File: src/hw/ssp_defs.vh
/*
  Constants of the synchronous slave serial port: register offsets, field
  positions, reset values, the implemented-bit mask and the receive FIFO depth.
  Assumes it is included by the port's design file and by its testbench.
*/
// Contract
// - Slave mode when port enable and clocked mode set, clock source clear.
// - Port transmits only while continuous and single receive enables are clear.
// - Transmission runs only while transmit enable is set.
// - Ninth-bit transmit option makes 9-bit characters; ninth bit written first.
// - Writing the transmit holding byte starts a character shifted by the master clock.
// - Transmit interrupt needs transmit, peripheral and global interrupt enables.
// - Continuous receive controls slave reception; receiver never idles while set.
// - Single receive enable has no effect in slave mode; the port still blocks transmission while it is set.
// - With continuous receive set, characters still complete and load during sleep.
// - Character completed in sleep raises receive interrupt and wakes the device.
// - Receive flag sets on each completed character; request only if enabled.
// - Ninth received bit shows in receive status; read before data byte.
// - Reading receive holding returns oldest byte and pops it from the FIFO.
// - Overrun stays until continuous receive or port enable clears; latter resets port.
// - Transmit status layout: clksrc, tx9, transmit_enable, sync, break, high_speed_baud_select, empty, bit9.
// - Unimplemented register bits read as zero.
// - Second held character moves to shifter later; transmit flag sets then.
// - Ninth received bit belongs to the top unread FIFO character.
`ifndef SSP_DEFS_VH
`define SSP_DEFS_VH
`define SSP_OFF_BAUD 12'h000
`define SSP_OFF_RXSTA 12'h004
`define SSP_OFF_DIVLO 12'h008
`define SSP_OFF_DIVHI 12'h00c
`define SSP_OFF_TXHOLD 12'h010
`define SSP_OFF_TXSTA 12'h014
`define SSP_OFF_RXHOLD 12'h018
`define SSP_OFF_INTCTL 12'h01c
`define SSP_OFF_SLEEP 12'h020
`define SSP_TX_CLOCK_SOURCE_SELECT 7
`define SSP_TX_NINE 6
`define SSP_TX_EN 5
`define SSP_TX_SYNC 4
`define SSP_TX_BREAK 3
`define SSP_TX_HIGH_SPEED_BAUD_SELECT 2
`define SSP_TX_EMPTY 1
`define SSP_TX_BIT9 0
`define SSP_RX_PEN 7
`define SSP_RX_NINE 6
`define SSP_RX_SINGLE_RECEIVE_ENABLE 5
`define SSP_RX_CONTINUOUS_RECEIVE_ENABLE 4
`define SSP_RX_ADDEN 3
`define SSP_RX_FRAMING_ERROR 2
`define SSP_RX_OVERRUN_ERROR 1
`define SSP_RX_BIT9 0
`define SSP_IC_GIE 0
`define SSP_IC_PEIE 1
`define SSP_IC_TXIE 2
`define SSP_IC_RXIE 3
`define SSP_IC_TXIF 4
`define SSP_IC_RXIF 5
`define SSP_BAUD_IMPL 8'hfb
`define SSP_RST_TXSTA 8'h02
`define SSP_RST_BYTE 8'h00
`define SSP_FIFO_DEPTH 2
`endif

File: src/hw/ssp_mem.v
/*
  Small receive character memory with registered read data.
  Assumes one writer and one reader on the same clock.
*/
module ssp_mem #(
  parameter WIDTH = 9,
  parameter DEPTH = 2,
  parameter AW = 1
) (
  input wire clk,
  input wire ce,
  input wire wr_en,
  input wire [AW-1:0] wr_addr,
  input wire [WIDTH-1:0] wr_data,
  input wire [AW-1:0] rd_addr,
  output reg [WIDTH-1:0] rd_data
);
  reg [WIDTH-1:0] mem [0:DEPTH-1];

  always @(posedge clk) begin
    if (ce) begin
      if (wr_en) begin
        mem[wr_addr] <= wr_data;
      end
      rd_data <= mem[rd_addr];
    end
  end
endmodule // ssp_mem

File: src/hw/ssp_slave_port.v
/*
  Synchronous slave serial port with APB register access.
  Assumes an external master drives the serial clock pin; both pins are
  sampled on pclk through two flip-flops before use.
*/
`include "ssp_defs.vh"
module ssp_slave_port #(
  parameter FIFO_DEPTH = `SSP_FIFO_DEPTH
) (
  input wire pclk,
  input wire presetn,
  input wire clk_en,
  input wire psel,
  input wire penable,
  input wire pwrite,
  input wire [11:0] paddr,
  input wire [31:0] pwdata,
  output reg [31:0] prdata,
  output reg pready,
  output reg pslverr,
  input wire serial_clock_pin_in,
  output reg serial_clock_pin_out,
  output reg serial_clock_pin_oe,
  input wire serial_data_pin_in,
  output reg serial_data_pin_out,
  output reg serial_data_pin_oe,
  output reg irq_request,
  output reg wake_request
);
  reg [7:0] txsta;
  reg [7:0] rxsta_ctl;
  reg [7:0] baud;
  reg [7:0] div_lo;
  reg [7:0] div_hi;
  reg [3:0] intctl;
  reg sleep_mode;
  reg [7:0] tx_hold;
  reg tx_hold_bit9;
  reg tx_hold_full;
  reg [8:0] tx_shift;
  reg [3:0] tx_count;
  reg tx_busy;
  reg tx_flag;
  reg [8:0] rx_shift;
  reg [3:0] rx_count;
  reg overrun;
  reg [1:0] wr_ptr;
  reg [1:0] rd_ptr;
  reg [1:0] fill;
  reg ck_s1, ck_s2, ck_s3;
  reg dt_s1, dt_s2;
  wire [8:0] fifo_top;
  wire ce = clk_en;
  wire pen = rxsta_ctl[`SSP_RX_PEN];
  wire continuous_receive_enable = rxsta_ctl[`SSP_RX_CONTINUOUS_RECEIVE_ENABLE];
  wire single_receive_enable = rxsta_ctl[`SSP_RX_SINGLE_RECEIVE_ENABLE];
  wire slave_mode = pen & txsta[`SSP_TX_SYNC] & ~txsta[`SSP_TX_CLOCK_SOURCE_SELECT];
  wire tx_mode = slave_mode & ~continuous_receive_enable & ~single_receive_enable & txsta[`SSP_TX_EN];
  wire rx_mode = slave_mode & continuous_receive_enable;
  wire nine_tx = txsta[`SSP_TX_NINE];
  wire nine_rx = rxsta_ctl[`SSP_RX_NINE];
  wire ck_rise = ck_s2 & ~ck_s3;
  wire ck_fall = ~ck_s2 & ck_s3;
  wire [3:0] tx_len = nine_tx ? 4'h9 : 4'h8;
  wire [3:0] rx_len = nine_rx ? 4'h9 : 4'h8;
  wire rx_done = rx_mode & ck_fall & (rx_count == rx_len - 4'h1);
  wire fifo_full = (fill == FIFO_DEPTH);
  wire push = rx_done & ~fifo_full & ~overrun;
  wire acc = psel & penable;
  wire wr_acc = acc & pwrite;
  wire rd_acc = acc & ~pwrite;
  wire pop = rd_acc & (paddr == `SSP_OFF_RXHOLD) & (fill != 2'h0);
  wire tx_load = tx_mode & tx_hold_full & ~tx_busy;
  wire [7:0] rxsta_view = {rxsta_ctl[7:3], 1'b0, overrun, (fill != 2'h0) & fifo_top[8]};
  wire [7:0] txsta_view = {txsta[7:2], ~tx_busy & ~tx_hold_full, txsta[0]};
  wire rx_flag = (fill != 2'h0);
  wire rx_irq = rx_flag & intctl[`SSP_IC_RXIE] & intctl[`SSP_IC_PEIE];
  wire tx_irq = tx_flag & intctl[`SSP_IC_TXIE] & intctl[`SSP_IC_PEIE];

  function [7:0] reg_read;
    input [11:0] a;
    begin
      case (a)
        `SSP_OFF_BAUD: reg_read = baud & `SSP_BAUD_IMPL;
        `SSP_OFF_RXSTA: reg_read = rxsta_view;
        `SSP_OFF_DIVLO: reg_read = div_lo;
        `SSP_OFF_DIVHI: reg_read = div_hi;
        `SSP_OFF_TXSTA: reg_read = txsta_view;
        `SSP_OFF_RXHOLD: reg_read = fifo_top[7:0];
        `SSP_OFF_INTCTL: reg_read = {2'b00, rx_flag, tx_flag, intctl};
        `SSP_OFF_SLEEP: reg_read = {7'h00, sleep_mode};
        default: reg_read = 8'h00;
      endcase
    end
  endfunction

  function mapped;
    input [11:0] a;
    begin
      mapped = (a <= `SSP_OFF_SLEEP) && (a[1:0] == 2'b00);
    end
  endfunction

  reg [1:0] next_rd;

  // The completed character: the last bit arrives on the data pin at the final fall.
  wire [8:0] rx_char = nine_rx ? {dt_s2, rx_shift[8:1]} : {1'b0, dt_s2, rx_shift[8:2]};

  ssp_mem #(
    .WIDTH(9),
    .DEPTH(FIFO_DEPTH),
    .AW(1)
  ) u_mem (
    .clk(pclk),
    .ce(ce),
    .wr_en(push),
    .wr_addr(wr_ptr[0]),
    .wr_data(rx_char),
    .rd_addr(next_rd[0]),
    .rd_data(fifo_top)
  );

  always @* begin
    next_rd = pop ? rd_ptr + 2'h1 : rd_ptr;
  end

  always @(posedge pclk or negedge presetn) begin
    if (!presetn) begin
      ck_s1 <= 1'b0;
      ck_s2 <= 1'b0;
      ck_s3 <= 1'b0;
      dt_s1 <= 1'b0;
      dt_s2 <= 1'b0;
    end else if (ce) begin
      ck_s1 <= serial_clock_pin_in;
      ck_s2 <= ck_s1;
      ck_s3 <= ck_s2;
      dt_s1 <= serial_data_pin_in;
      dt_s2 <= dt_s1;
    end
  end

  always @(posedge pclk or negedge presetn) begin
    if (!presetn) begin
      pready <= 1'b0;
      prdata <= 32'h00000000;
      pslverr <= 1'b0;
    end else if (ce) begin
      pready <= psel & ~penable;
      pslverr <= psel & ~penable & ~mapped(paddr);
      if (psel & ~penable & ~pwrite) begin
        prdata <= {24'h000000, reg_read(paddr)};
      end
    end
  end

  always @(posedge pclk or negedge presetn) begin
    if (!presetn) begin
      txsta <= `SSP_RST_TXSTA;
      rxsta_ctl <= `SSP_RST_BYTE;
      baud <= `SSP_RST_BYTE;
      div_lo <= `SSP_RST_BYTE;
      div_hi <= `SSP_RST_BYTE;
      intctl <= 4'h0;
      sleep_mode <= 1'b0;
    end else if (ce) begin
      if (wr_acc & pready) begin
        case (paddr)
          `SSP_OFF_BAUD: baud <= pwdata[7:0];
          `SSP_OFF_RXSTA: rxsta_ctl <= {pwdata[7:3], 3'b000};
          `SSP_OFF_DIVLO: div_lo <= pwdata[7:0];
          `SSP_OFF_DIVHI: div_hi <= pwdata[7:0];
          `SSP_OFF_TXSTA: txsta <= {pwdata[7:2], 1'b0, pwdata[0]};
          `SSP_OFF_INTCTL: intctl <= pwdata[3:0];
          `SSP_OFF_SLEEP: sleep_mode <= pwdata[0];
          default: sleep_mode <= sleep_mode;
        endcase
      end
    end
  end

  always @(posedge pclk or negedge presetn) begin
    if (!presetn) begin
      tx_hold <= 8'h00;
      tx_hold_bit9 <= 1'b0;
      tx_hold_full <= 1'b0;
      tx_shift <= 9'h000;
      tx_count <= 4'h0;
      tx_busy <= 1'b0;
      tx_flag <= 1'b1;
      serial_data_pin_out <= 1'b0;
      serial_data_pin_oe <= 1'b0;
    end else if (ce) begin
      if (!pen) begin
        tx_hold_full <= 1'b0;
        tx_busy <= 1'b0;
        tx_flag <= 1'b1;
        serial_data_pin_oe <= 1'b0;
      end else begin
        if (wr_acc & pready & (paddr == `SSP_OFF_TXHOLD)) begin
          tx_hold <= pwdata[7:0];
          tx_hold_bit9 <= txsta[`SSP_TX_BIT9];
          tx_hold_full <= 1'b1;
          tx_flag <= 1'b0;
        end else if (tx_load) begin
          tx_hold_full <= 1'b0;
          tx_flag <= 1'b1;
        end
        if (tx_load) begin
          tx_shift <= {tx_hold_bit9, tx_hold};
          tx_count <= 4'h0;
          tx_busy <= 1'b1;
          serial_data_pin_out <= tx_hold[0];
        end else if (tx_busy & tx_mode & ck_fall) begin
          if (tx_count == tx_len - 4'h1) begin
            tx_busy <= 1'b0;
          end else begin
            tx_count <= tx_count + 4'h1;
            tx_shift <= {1'b0, tx_shift[8:1]};
            serial_data_pin_out <= tx_shift[1];
          end
        end
        serial_data_pin_oe <= tx_mode;
      end
    end
  end

  always @(posedge pclk or negedge presetn) begin
    if (!presetn) begin
      rx_shift <= 9'h000;
      rx_count <= 4'h0;
      overrun <= 1'b0;
      wr_ptr <= 2'h0;
      rd_ptr <= 2'h0;
      fill <= 2'h0;
    end else if (ce) begin
      if (!pen) begin
        rx_count <= 4'h0;
        overrun <= 1'b0;
        wr_ptr <= 2'h0;
        rd_ptr <= 2'h0;
        fill <= 2'h0;
      end else begin
        if (!continuous_receive_enable) begin
          overrun <= 1'b0;
          rx_count <= 4'h0;
        end else if (rx_mode & ck_fall) begin
          rx_shift <= {dt_s2, rx_shift[8:1]};
          rx_count <= rx_done ? 4'h0 : rx_count + 4'h1;
          if (rx_done & (fifo_full | overrun)) begin
            overrun <= 1'b1;
          end
        end
        if (push) begin
          wr_ptr <= (wr_ptr == FIFO_DEPTH - 1) ? 2'h0 : wr_ptr + 2'h1;
        end
        if (pop) begin
          rd_ptr <= (rd_ptr == FIFO_DEPTH - 1) ? 2'h0 : rd_ptr + 2'h1;
        end
        fill <= fill + {1'b0, push} - {1'b0, pop};
      end
    end
  end

  always @(posedge pclk or negedge presetn) begin
    if (!presetn) begin
      irq_request <= 1'b0;
      wake_request <= 1'b0;
      serial_clock_pin_out <= 1'b0;
      serial_clock_pin_oe <= 1'b0;
    end else if (ce) begin
      irq_request <= (rx_irq | tx_irq) & intctl[`SSP_IC_GIE];
      wake_request <= sleep_mode & (rx_irq | tx_irq);
      serial_clock_pin_out <= 1'b0;
      serial_clock_pin_oe <= 1'b0;
    end
  end
endmodule // ssp_slave_port

File: config.mk
export PLATFORM = sky130hd
export DESIGN_NAME = ssp_slave_port
export DESIGN_NICKNAME = d
export VERILOG_FILES = /design/src/hw/ssp_mem.v /design/src/hw/ssp_slave_port.v
export VERILOG_INCLUDE_DIRS = /design/src /design/src/hw
export SDC_FILE = /design/constraint.sdc
export NUM_CORES = 1
export LEC_CHECK = 0
export BUFFER_PORTS_ARGS = -buffer_cell sky130_fd_sc_hd__buf_2
export CAP_MARGIN = 20
export CORE_MARGIN = 8
export CORE_UTILIZATION = 50
export DETAILED_ROUTE_END_ITERATION = 7
export PLACE_DENSITY = 0.67
export REMOVE_ABC_BUFFERS = 1
export SLEW_MARGIN = 15
export SYNTH_ARGS = -nofsm -noshare
export SYNTH_HDL_FRONTEND = slang
export SYNTH_HIERARCHICAL = 1
export SYNTH_SLANG_ARGS = --single-unit
File: constraint.sdc
create_clock -name pclk -period 3.5 [get_ports pclk]
set_input_delay 0.35 -clock pclk [delete_from_list [all_inputs] [get_ports pclk]]
set_output_delay 0.35 -clock pclk [all_outputs]
set_load 0.01 [all_outputs]
Word-level counts from Yosys, hierarchy flattened
Memory sizes are Yosys's and may differ from the RTL's. A register that Yosys moved wholly into a read port is not among the register bits.
Cells that the tools add are included.
{"block": "classes", "add_sub_neg": 8, "n_mul": 0, "n_div": 0, "magnitude_cmp": 1, "eq_ne": 21, "shifts": 0, "muxes": 43, "n_bitwise": 47, "n_reduce_logical": 22}
{"op": "8-bit case mux with 8 select lines", "count": 1}
{"op": "12-bit by 5-bit equality test with 1-bit output, second input constant", "count": 4}
{"op": "9-bit two-way mux", "count": 4}
{"op": "1-bit AND", "count": 34}
{"op": "3-bit AND reduction", "count": 10}
{"op": "4-bit two-way mux", "count": 7}
{"op": "12-bit by 4-bit equality test with 1-bit output, second input constant", "count": 2}
{"op": "1-bit two-way mux", "count": 24}
{"op": "2-bit two-way mux", "count": 7}
{"op": "12-bit by 3-bit equality test with 1-bit output, second input constant", "count": 1}
{"op": "12-bit by 6-bit equality test with 1-bit output, second input constant", "count": 1}
{"op": "12-bit by 6-bit <= comparator with 1-bit output, second input constant", "count": 1}
{"op": "12-bit logical NOT", "count": 1}
{"op": "1-bit NOT", "count": 11}
{"op": "2-bit AND reduction", "count": 5}
{"op": "3-bit by 1-bit inequality test with 1-bit output, second input constant", "count": 3}
{"op": "4-bit by 1-bit adder with 4-bit output, second input constant", "count": 2}
{"op": "4-bit equality test", "count": 2}
{"op": "4-bit AND reduction", "count": 2}
{"op": "4-bit by 1-bit subtractor with 4-bit output, second input constant", "count": 2}
{"op": "3-bit by 2-bit inequality test with 1-bit output, second input constant", "count": 2}
{"op": "2-bit by 1-bit adder with 2-bit output, second input constant", "count": 2}
{"op": "2-bit by 1-bit equality test with 1-bit output, second input constant", "count": 2}
{"op": "2-bit by 1-bit inequality test with 1-bit output, second input constant", "count": 2}
{"op": "other kinds (8)", "count": 10}
{"block": "totals", "regBits": 106, "latchBits": 0, "ramBits": 18, "romBits": 0, "mem_count": 1}
{"memory": "u_mem.mem", "depth": 2, "width": 9, "read_ports": 1, "rd_clocked_by_memory_dff": 1, "write_ports": 1, "line": "ssp_mem.v:18", "text": "reg [WIDTH-1:0] mem [0:DEPTH-1];"}

Depth between registers and ports, before layout
{"block": "depth", "ltp_word": 10, "ltp_mapped": 10, "depth_no_buf": 10}

Cells and area by module
Netlist, hierarchy kept.
{"module": "ssp_slave_port", "instances": 1, "cells_each": 445, "area_per_inst_um2": 5257.5}
{"module": "ssp_mem", "instances": 1, "cells_each": 39, "area_per_inst_um2": 972.2}

Worst setup path before layout
No wires, ideal clock.
{"block": "synth_timing", "kind": "in2reg", "startpoint": "input paddr[5]", "endpoint": "register u_mem.rd_data[0] (read register of u_mem.mem), data pin", "setup_ns": 0.260, "arrival_time_ns": 2.462, "slack_ns": 0.778, "stages": 7, "path_cell_list": "or4b_1 -> clkbuf_1 -> or4b_2 -> nor2_1 -> xnor2_1 -> buf_6 -> mux2_4"}
{"block": "synth_between", "elab_chain_cells": 4}
{"item": "start: declaration", "line": "ssp_slave_port.v:16", "text": "input wire [11:0] paddr,"}
{"item": "12-bit by 5-bit equality test with 1-bit output"}
{"item": "1-bit AND (2 in series)", "line": "ssp_slave_port.v:72", "text": "wire pop = rd_acc & (paddr == `SSP_OFF_RXHOLD) & (fill != 2'h0);"}
{"item": "1-bit two-way mux", "line": "ssp_slave_port.v:124", "text": "next_rd = pop ? rd_ptr + 2'h1 : rd_ptr;"}
{"item": "net next_rd[0]", "line": "ssp_slave_port.v:104", "text": "reg [1:0] next_rd;"}
{"item": "end: declaration", "line": "ssp_mem.v:16", "text": "output reg [WIDTH-1:0] rd_data"}
The timed path passes the listed nets, and every way through them passes these cells.
A chain may end at the register's enable or synchronous reset.

Worst setup path in the final report
{"block": "layout_timing", "startpoint": "register ck_s2", "endpoint": "register fill[1]"}
{"block": "layout_between", "elab_chain_cells": 9}
{"item": "start: declaration", "line": "ssp_slave_port.v:50", "text": "reg ck_s1, ck_s2, ck_s3;"}
{"item": "start signal: assignment", "line": "ssp_slave_port.v:136", "text": "ck_s2 <= ck_s1;"}
{"item": "1-bit NOT", "line": "ssp_slave_port.v:63", "text": "wire ck_fall = ~ck_s2 & ck_s3;"}
{"item": "1-bit AND", "line": "ssp_slave_port.v:63"}
{"item": "1-bit AND (2 in series)", "line": "ssp_slave_port.v:66", "text": "wire rx_done = rx_mode & ck_fall & (rx_count == rx_len - 4'h1);"}
{"item": "1-bit AND (2 in series)", "line": "ssp_slave_port.v:68", "text": "wire push = rx_done & ~fifo_full & ~overrun;"}
{"item": "2-bit by 1-bit adder with 2-bit output", "line": "ssp_slave_port.v:260", "text": "fill <= fill + {1'b0, push} - {1'b0, pop};"}
{"item": "2-bit by 1-bit subtractor with 2-bit output", "line": "ssp_slave_port.v:260"}
{"item": "2-bit two-way mux", "line": "ssp_slave_port.v:237", "text": "if (!pen) begin"}
{"item": "end signal: assignment", "line": "ssp_slave_port.v:260"}
{"item": "end: declaration", "line": "ssp_slave_port.v:49", "text": "reg [1:0] fill;"}
Every way passes these cells.

==> impl_metrics.tcl <==
set metrics [dict create \
    ir_worst_vdd_uv 362 \
    top_usage_layer_grt "met2" \
    total_wire_length_um 13500 \
    global_route_met2_usage 0.269 \
    adder_cell_share_of_the_synthesized_area 0.00803 \
    cell_chosen_for_the_clock_root "clkbuf_16" \
    switchingPower_mw 0.685 \
    worst_clock_skew_ns 0.0101 \
    power.switching_fraction 0.212 \
    synth_enable_flop_cells 27 \
    use_met1 0.218 \
    grt_met3_use 0.0528 \
    r2r-start "ck_s2$_DFFE_PN0P_" \
    insertedDiodeCount 0 \
    antenna_found_initial 0 \
    synth_top_flop_cell "dfrtp_1" \
    min_path_type "input pin to async pin" \
    synth_area_per_cell_sq_um 12.9 \
    maximum_number_of_pins_on_one_net_before_global_route_repair 77 \
    timing.setup.critical_path_class "flip-flop to flip-flop" \
    drv.max_cap_violation_count 0 \
    postPlaceCellArea_sq_um 6560 \
    grt_overflow 0 \
    worst_setup_path_startpoint "ck_s2$_DFFE_PN0P_" \
    io_pins 92 \
    post_drt_wl_per_cell_um 18.8 \
    synth.mux.area_fraction 0.217 \
    p_seq_frac 0.475 \
    power.share.clock 0.483 \
    post_cts_setup_buffer_count 0 \
    powerDensity_nw_per_um2 456 \
    drcViolationCount 0 \
    postSynth.asyncResetShare 0.787 \
    clock_path_buffers 2 \
    all_layer_gr_usage 0.173 \
    synth_area_sq_um 6230 \
    netlist.top_cell.by_area "dfrtp_1" \
    port_buffers 41 \
    final_layout_size_suffix_gt1_frac 0.351 \
    h-tree-depth 4 \
    synthTopCellsByArea "dfrtp_1 (40%), mux2_2 (15%), edfxtp_1 (13%), mux2_4 (3.9%), buf_4 (3.1%)" \
    final_period_minus_worst_setup_slack_ns 2.79 \
    area_growth_from_synthesis_to_final_layout_pct 13.7 \
    crit_required_ns 3.80 \
    post_route_antenna_net_violation_count 0 \
    std_cell_rows 40 \
    worst_pin_slew_ns 0.965 \
    cts.sink_count 127 \
    cts_made_buffers 17 \
    final_weighted_congestion_in_routability_driven_placement 0.866 \
    tritoncts "built" \
    die_area_sq_um 16300 \
    cts_resized 0 \
    dieHeight_um 128 \
    synthesis.instances 484 \
    synth_top_family_by_area "multiplexers" \
    fillerInstances 988 \
    maxSlewHeadroom 0.357 \
    share_of_the_clock_period_used_by_the_worst_path_after_layout 0.797 \
    report.final.setup_viol 0 \
    slew_limit_fails 0 \
    synth-simple-area-share 0.103 \
    worstSetupStartpointType "flip-flop" \
    nNetsFinal 593 \
    power_report.internal_total_mw 2.54 \
    grt_first_pass_wirelength_um 21600 \
    grt_setup_unrepaired "false" \
    power.combinational.fraction 0.042 \
    crit_arrival_ns 3.09 \
    avgViaCountPerCell 5.51 \
    maxClockFrequency_ghz 0.358 \
    run_status "completed" \
    synth_xor_xnor_area_share 0.00422 \
    synth-seq-area-share 0.532 \
    detailedPlacementHpwl_um 9670 \
    synth_compound_gate_area_share 0.0765 \
    worst_hold_slack_ns 0.0772 \
    via_count 3956 \
    finish.utilization 0.585 \
    timing.setup.tns_ns 0 \
    initial_core_util 0.514 \
    grt_pass1_vias 4013 \
    yosysTopAreaCellShare 0.398 \
    cts_hold_repair.buffers 0 \
    p_leak_nw 3.28 \
    setup.worst_path.end_class "flip-flop" \
    fp.dieW_um 128 \
    core_area_sq_um 12100 \
    cp_max_fo 5 \
    syn_warnings 6 \
    finish.instance_area_sq_um 7080 \
    detailedRoute.firstIterationViolations 211 \
    register_clock_pin_slew_on_the_reported_worst_setup_and_hold_paths_ns 0.05 \
    synth_cell_types 64 \
    hold_viol 0 \
    detailedRoute.firstPassIterationCount 4 \
    clock_latency_ns 0.41 \
    ys_seq_elements 127 \
]
[cell families after synthesis]
family / count (synthesis)
DFF: 127
buffers and inverters: 66
adders and majority gates: 4
other: 1
muxes: 113
xor gates and xnor gates: 3
AOI/OAI and AO/OA: 67
and+or+nand+nor: 103
[final timing paths]
kind                                      endpoint  slack [ns]  cells after the start
max                            fill[1]$_DFFE_PN0P_        0.71                     10
min                            pslverr$_DFFE_PN0P_        0.08                      1
max reg2reg                    fill[1]$_DFFE_PN0P_        0.71                     10
min reg2reg                    tx_flag$_DFFE_PN1P_        0.48                      2
max in group asynchronous  tx_count[2]$_DFFE_PN0P_        2.50                      2
min in group pclk                ck_s1$_DFFE_PN0P_        0.17                      2
[synth_stat cells, drive strengths merged (4+ instances only)]
| master | n |
|---|---|
| a211oi | 4 |
| a21oi | 8 |
| buf | 34 |
| clkbuf | 12 |
| dfrtp | 99 |
| edfxtp | 27 |
| ha | 4 |
| inv | 20 |
| mux2 | 97 |
| mux2i | 13 |
| nand2 | 26 |
| nand3 | 7 |
| nor2 | 13 |
| nor3 | 9 |
| nor4 | 6 |
| o211ai | 8 |
| o21ai | 14 |
| o2bb2ai | 4 |
| or3 | 7 |
[routing by layer]
metal	share of wire	vias up
met1	0.45	1977
met3	0.062	23
met4	0.023	0
met5	0	-
li1	-	1849
met2	0.46	107
[state kept, by name, summed over array words and instances (netlist names), 2 cells and up]
name	count
rx_count	4
div_hi	8
tx_hold	8
u_mem/rd_data	9
intctl	4
rx_shift	8
tx_count	4
u_mem/mem	18
tx_shift	9
fill	2
div_lo	8
txsta	7
rxsta_ctl	5
baud	7
prdata	8
[power by group through the flow]
stage                     clock, mW  sequential (mW)  combinational, mW
after floorplan                   0             1.56             0.0493
after detailed placement          0             1.56              0.135
after CTS                      1.59             1.53              0.136
after global placement            0             1.56              0.133
final                          1.56             1.53              0.136
after global routing           1.66             1.53              0.150
[cell usage in the layout (no fill, tap or decap), types with 4 or more instances in the layout]
master      n
conb_1     26
ha_1        4
inv_1      20
nand2_1    26
buf_4      15
dfrtp_1    99
clkbuf_16  17
o2bb2ai_1   4
a21oi_1     8
or3_1       7
clkbuf_1   10
buf_2      40
a211oi_1    4
nor3_1      8
nor2_1     13
edfxtp_1   27
nand3_1     7
mux2i_1    13
o21ai_0    14
clkbuf_8    4
mux2_4     16
o211ai_1    8
mux2_2     81
[final cells by class]
type	instances	area (sq um)	share of cell area
flip-flops and latches	127	3310	0.468
well taps	168	210	0.0297
inverters	20	75.1	0.0106
clock buffers	31	518	0.0731
clock inverters	1	5.00	0.000707
repair buffers	55	313	0.0442
multi-input cells	316	2650	0.374
[stage by stage]
stage	worst slack, ns	std cells	power [mW]
4_1_cts	0.710	718	3.26
3_5_place_dp	0.666	686	1.69
2_1_floorplan	0.327	463	1.61
3_3_place_gp	0.686	686	1.69
5_1_grt	0.477	718	3.34
6_report	0.709	718	3.23
[critical path, stage by stage, from the launching register on]
cell and delay (ns):
dfrtp_1 0.42, nor4bb_1 0.57, nand3_1 0.26, or3_1 0.46, ha_1 0.30, inv_1 0.04, ha_1 0.18, xnor2_1 0.19
nor2_1 0.06, mux2i_1 0.12, o2bb2ai_1 0.08
No activity file was read; power rests on OpenSTA's default activity.
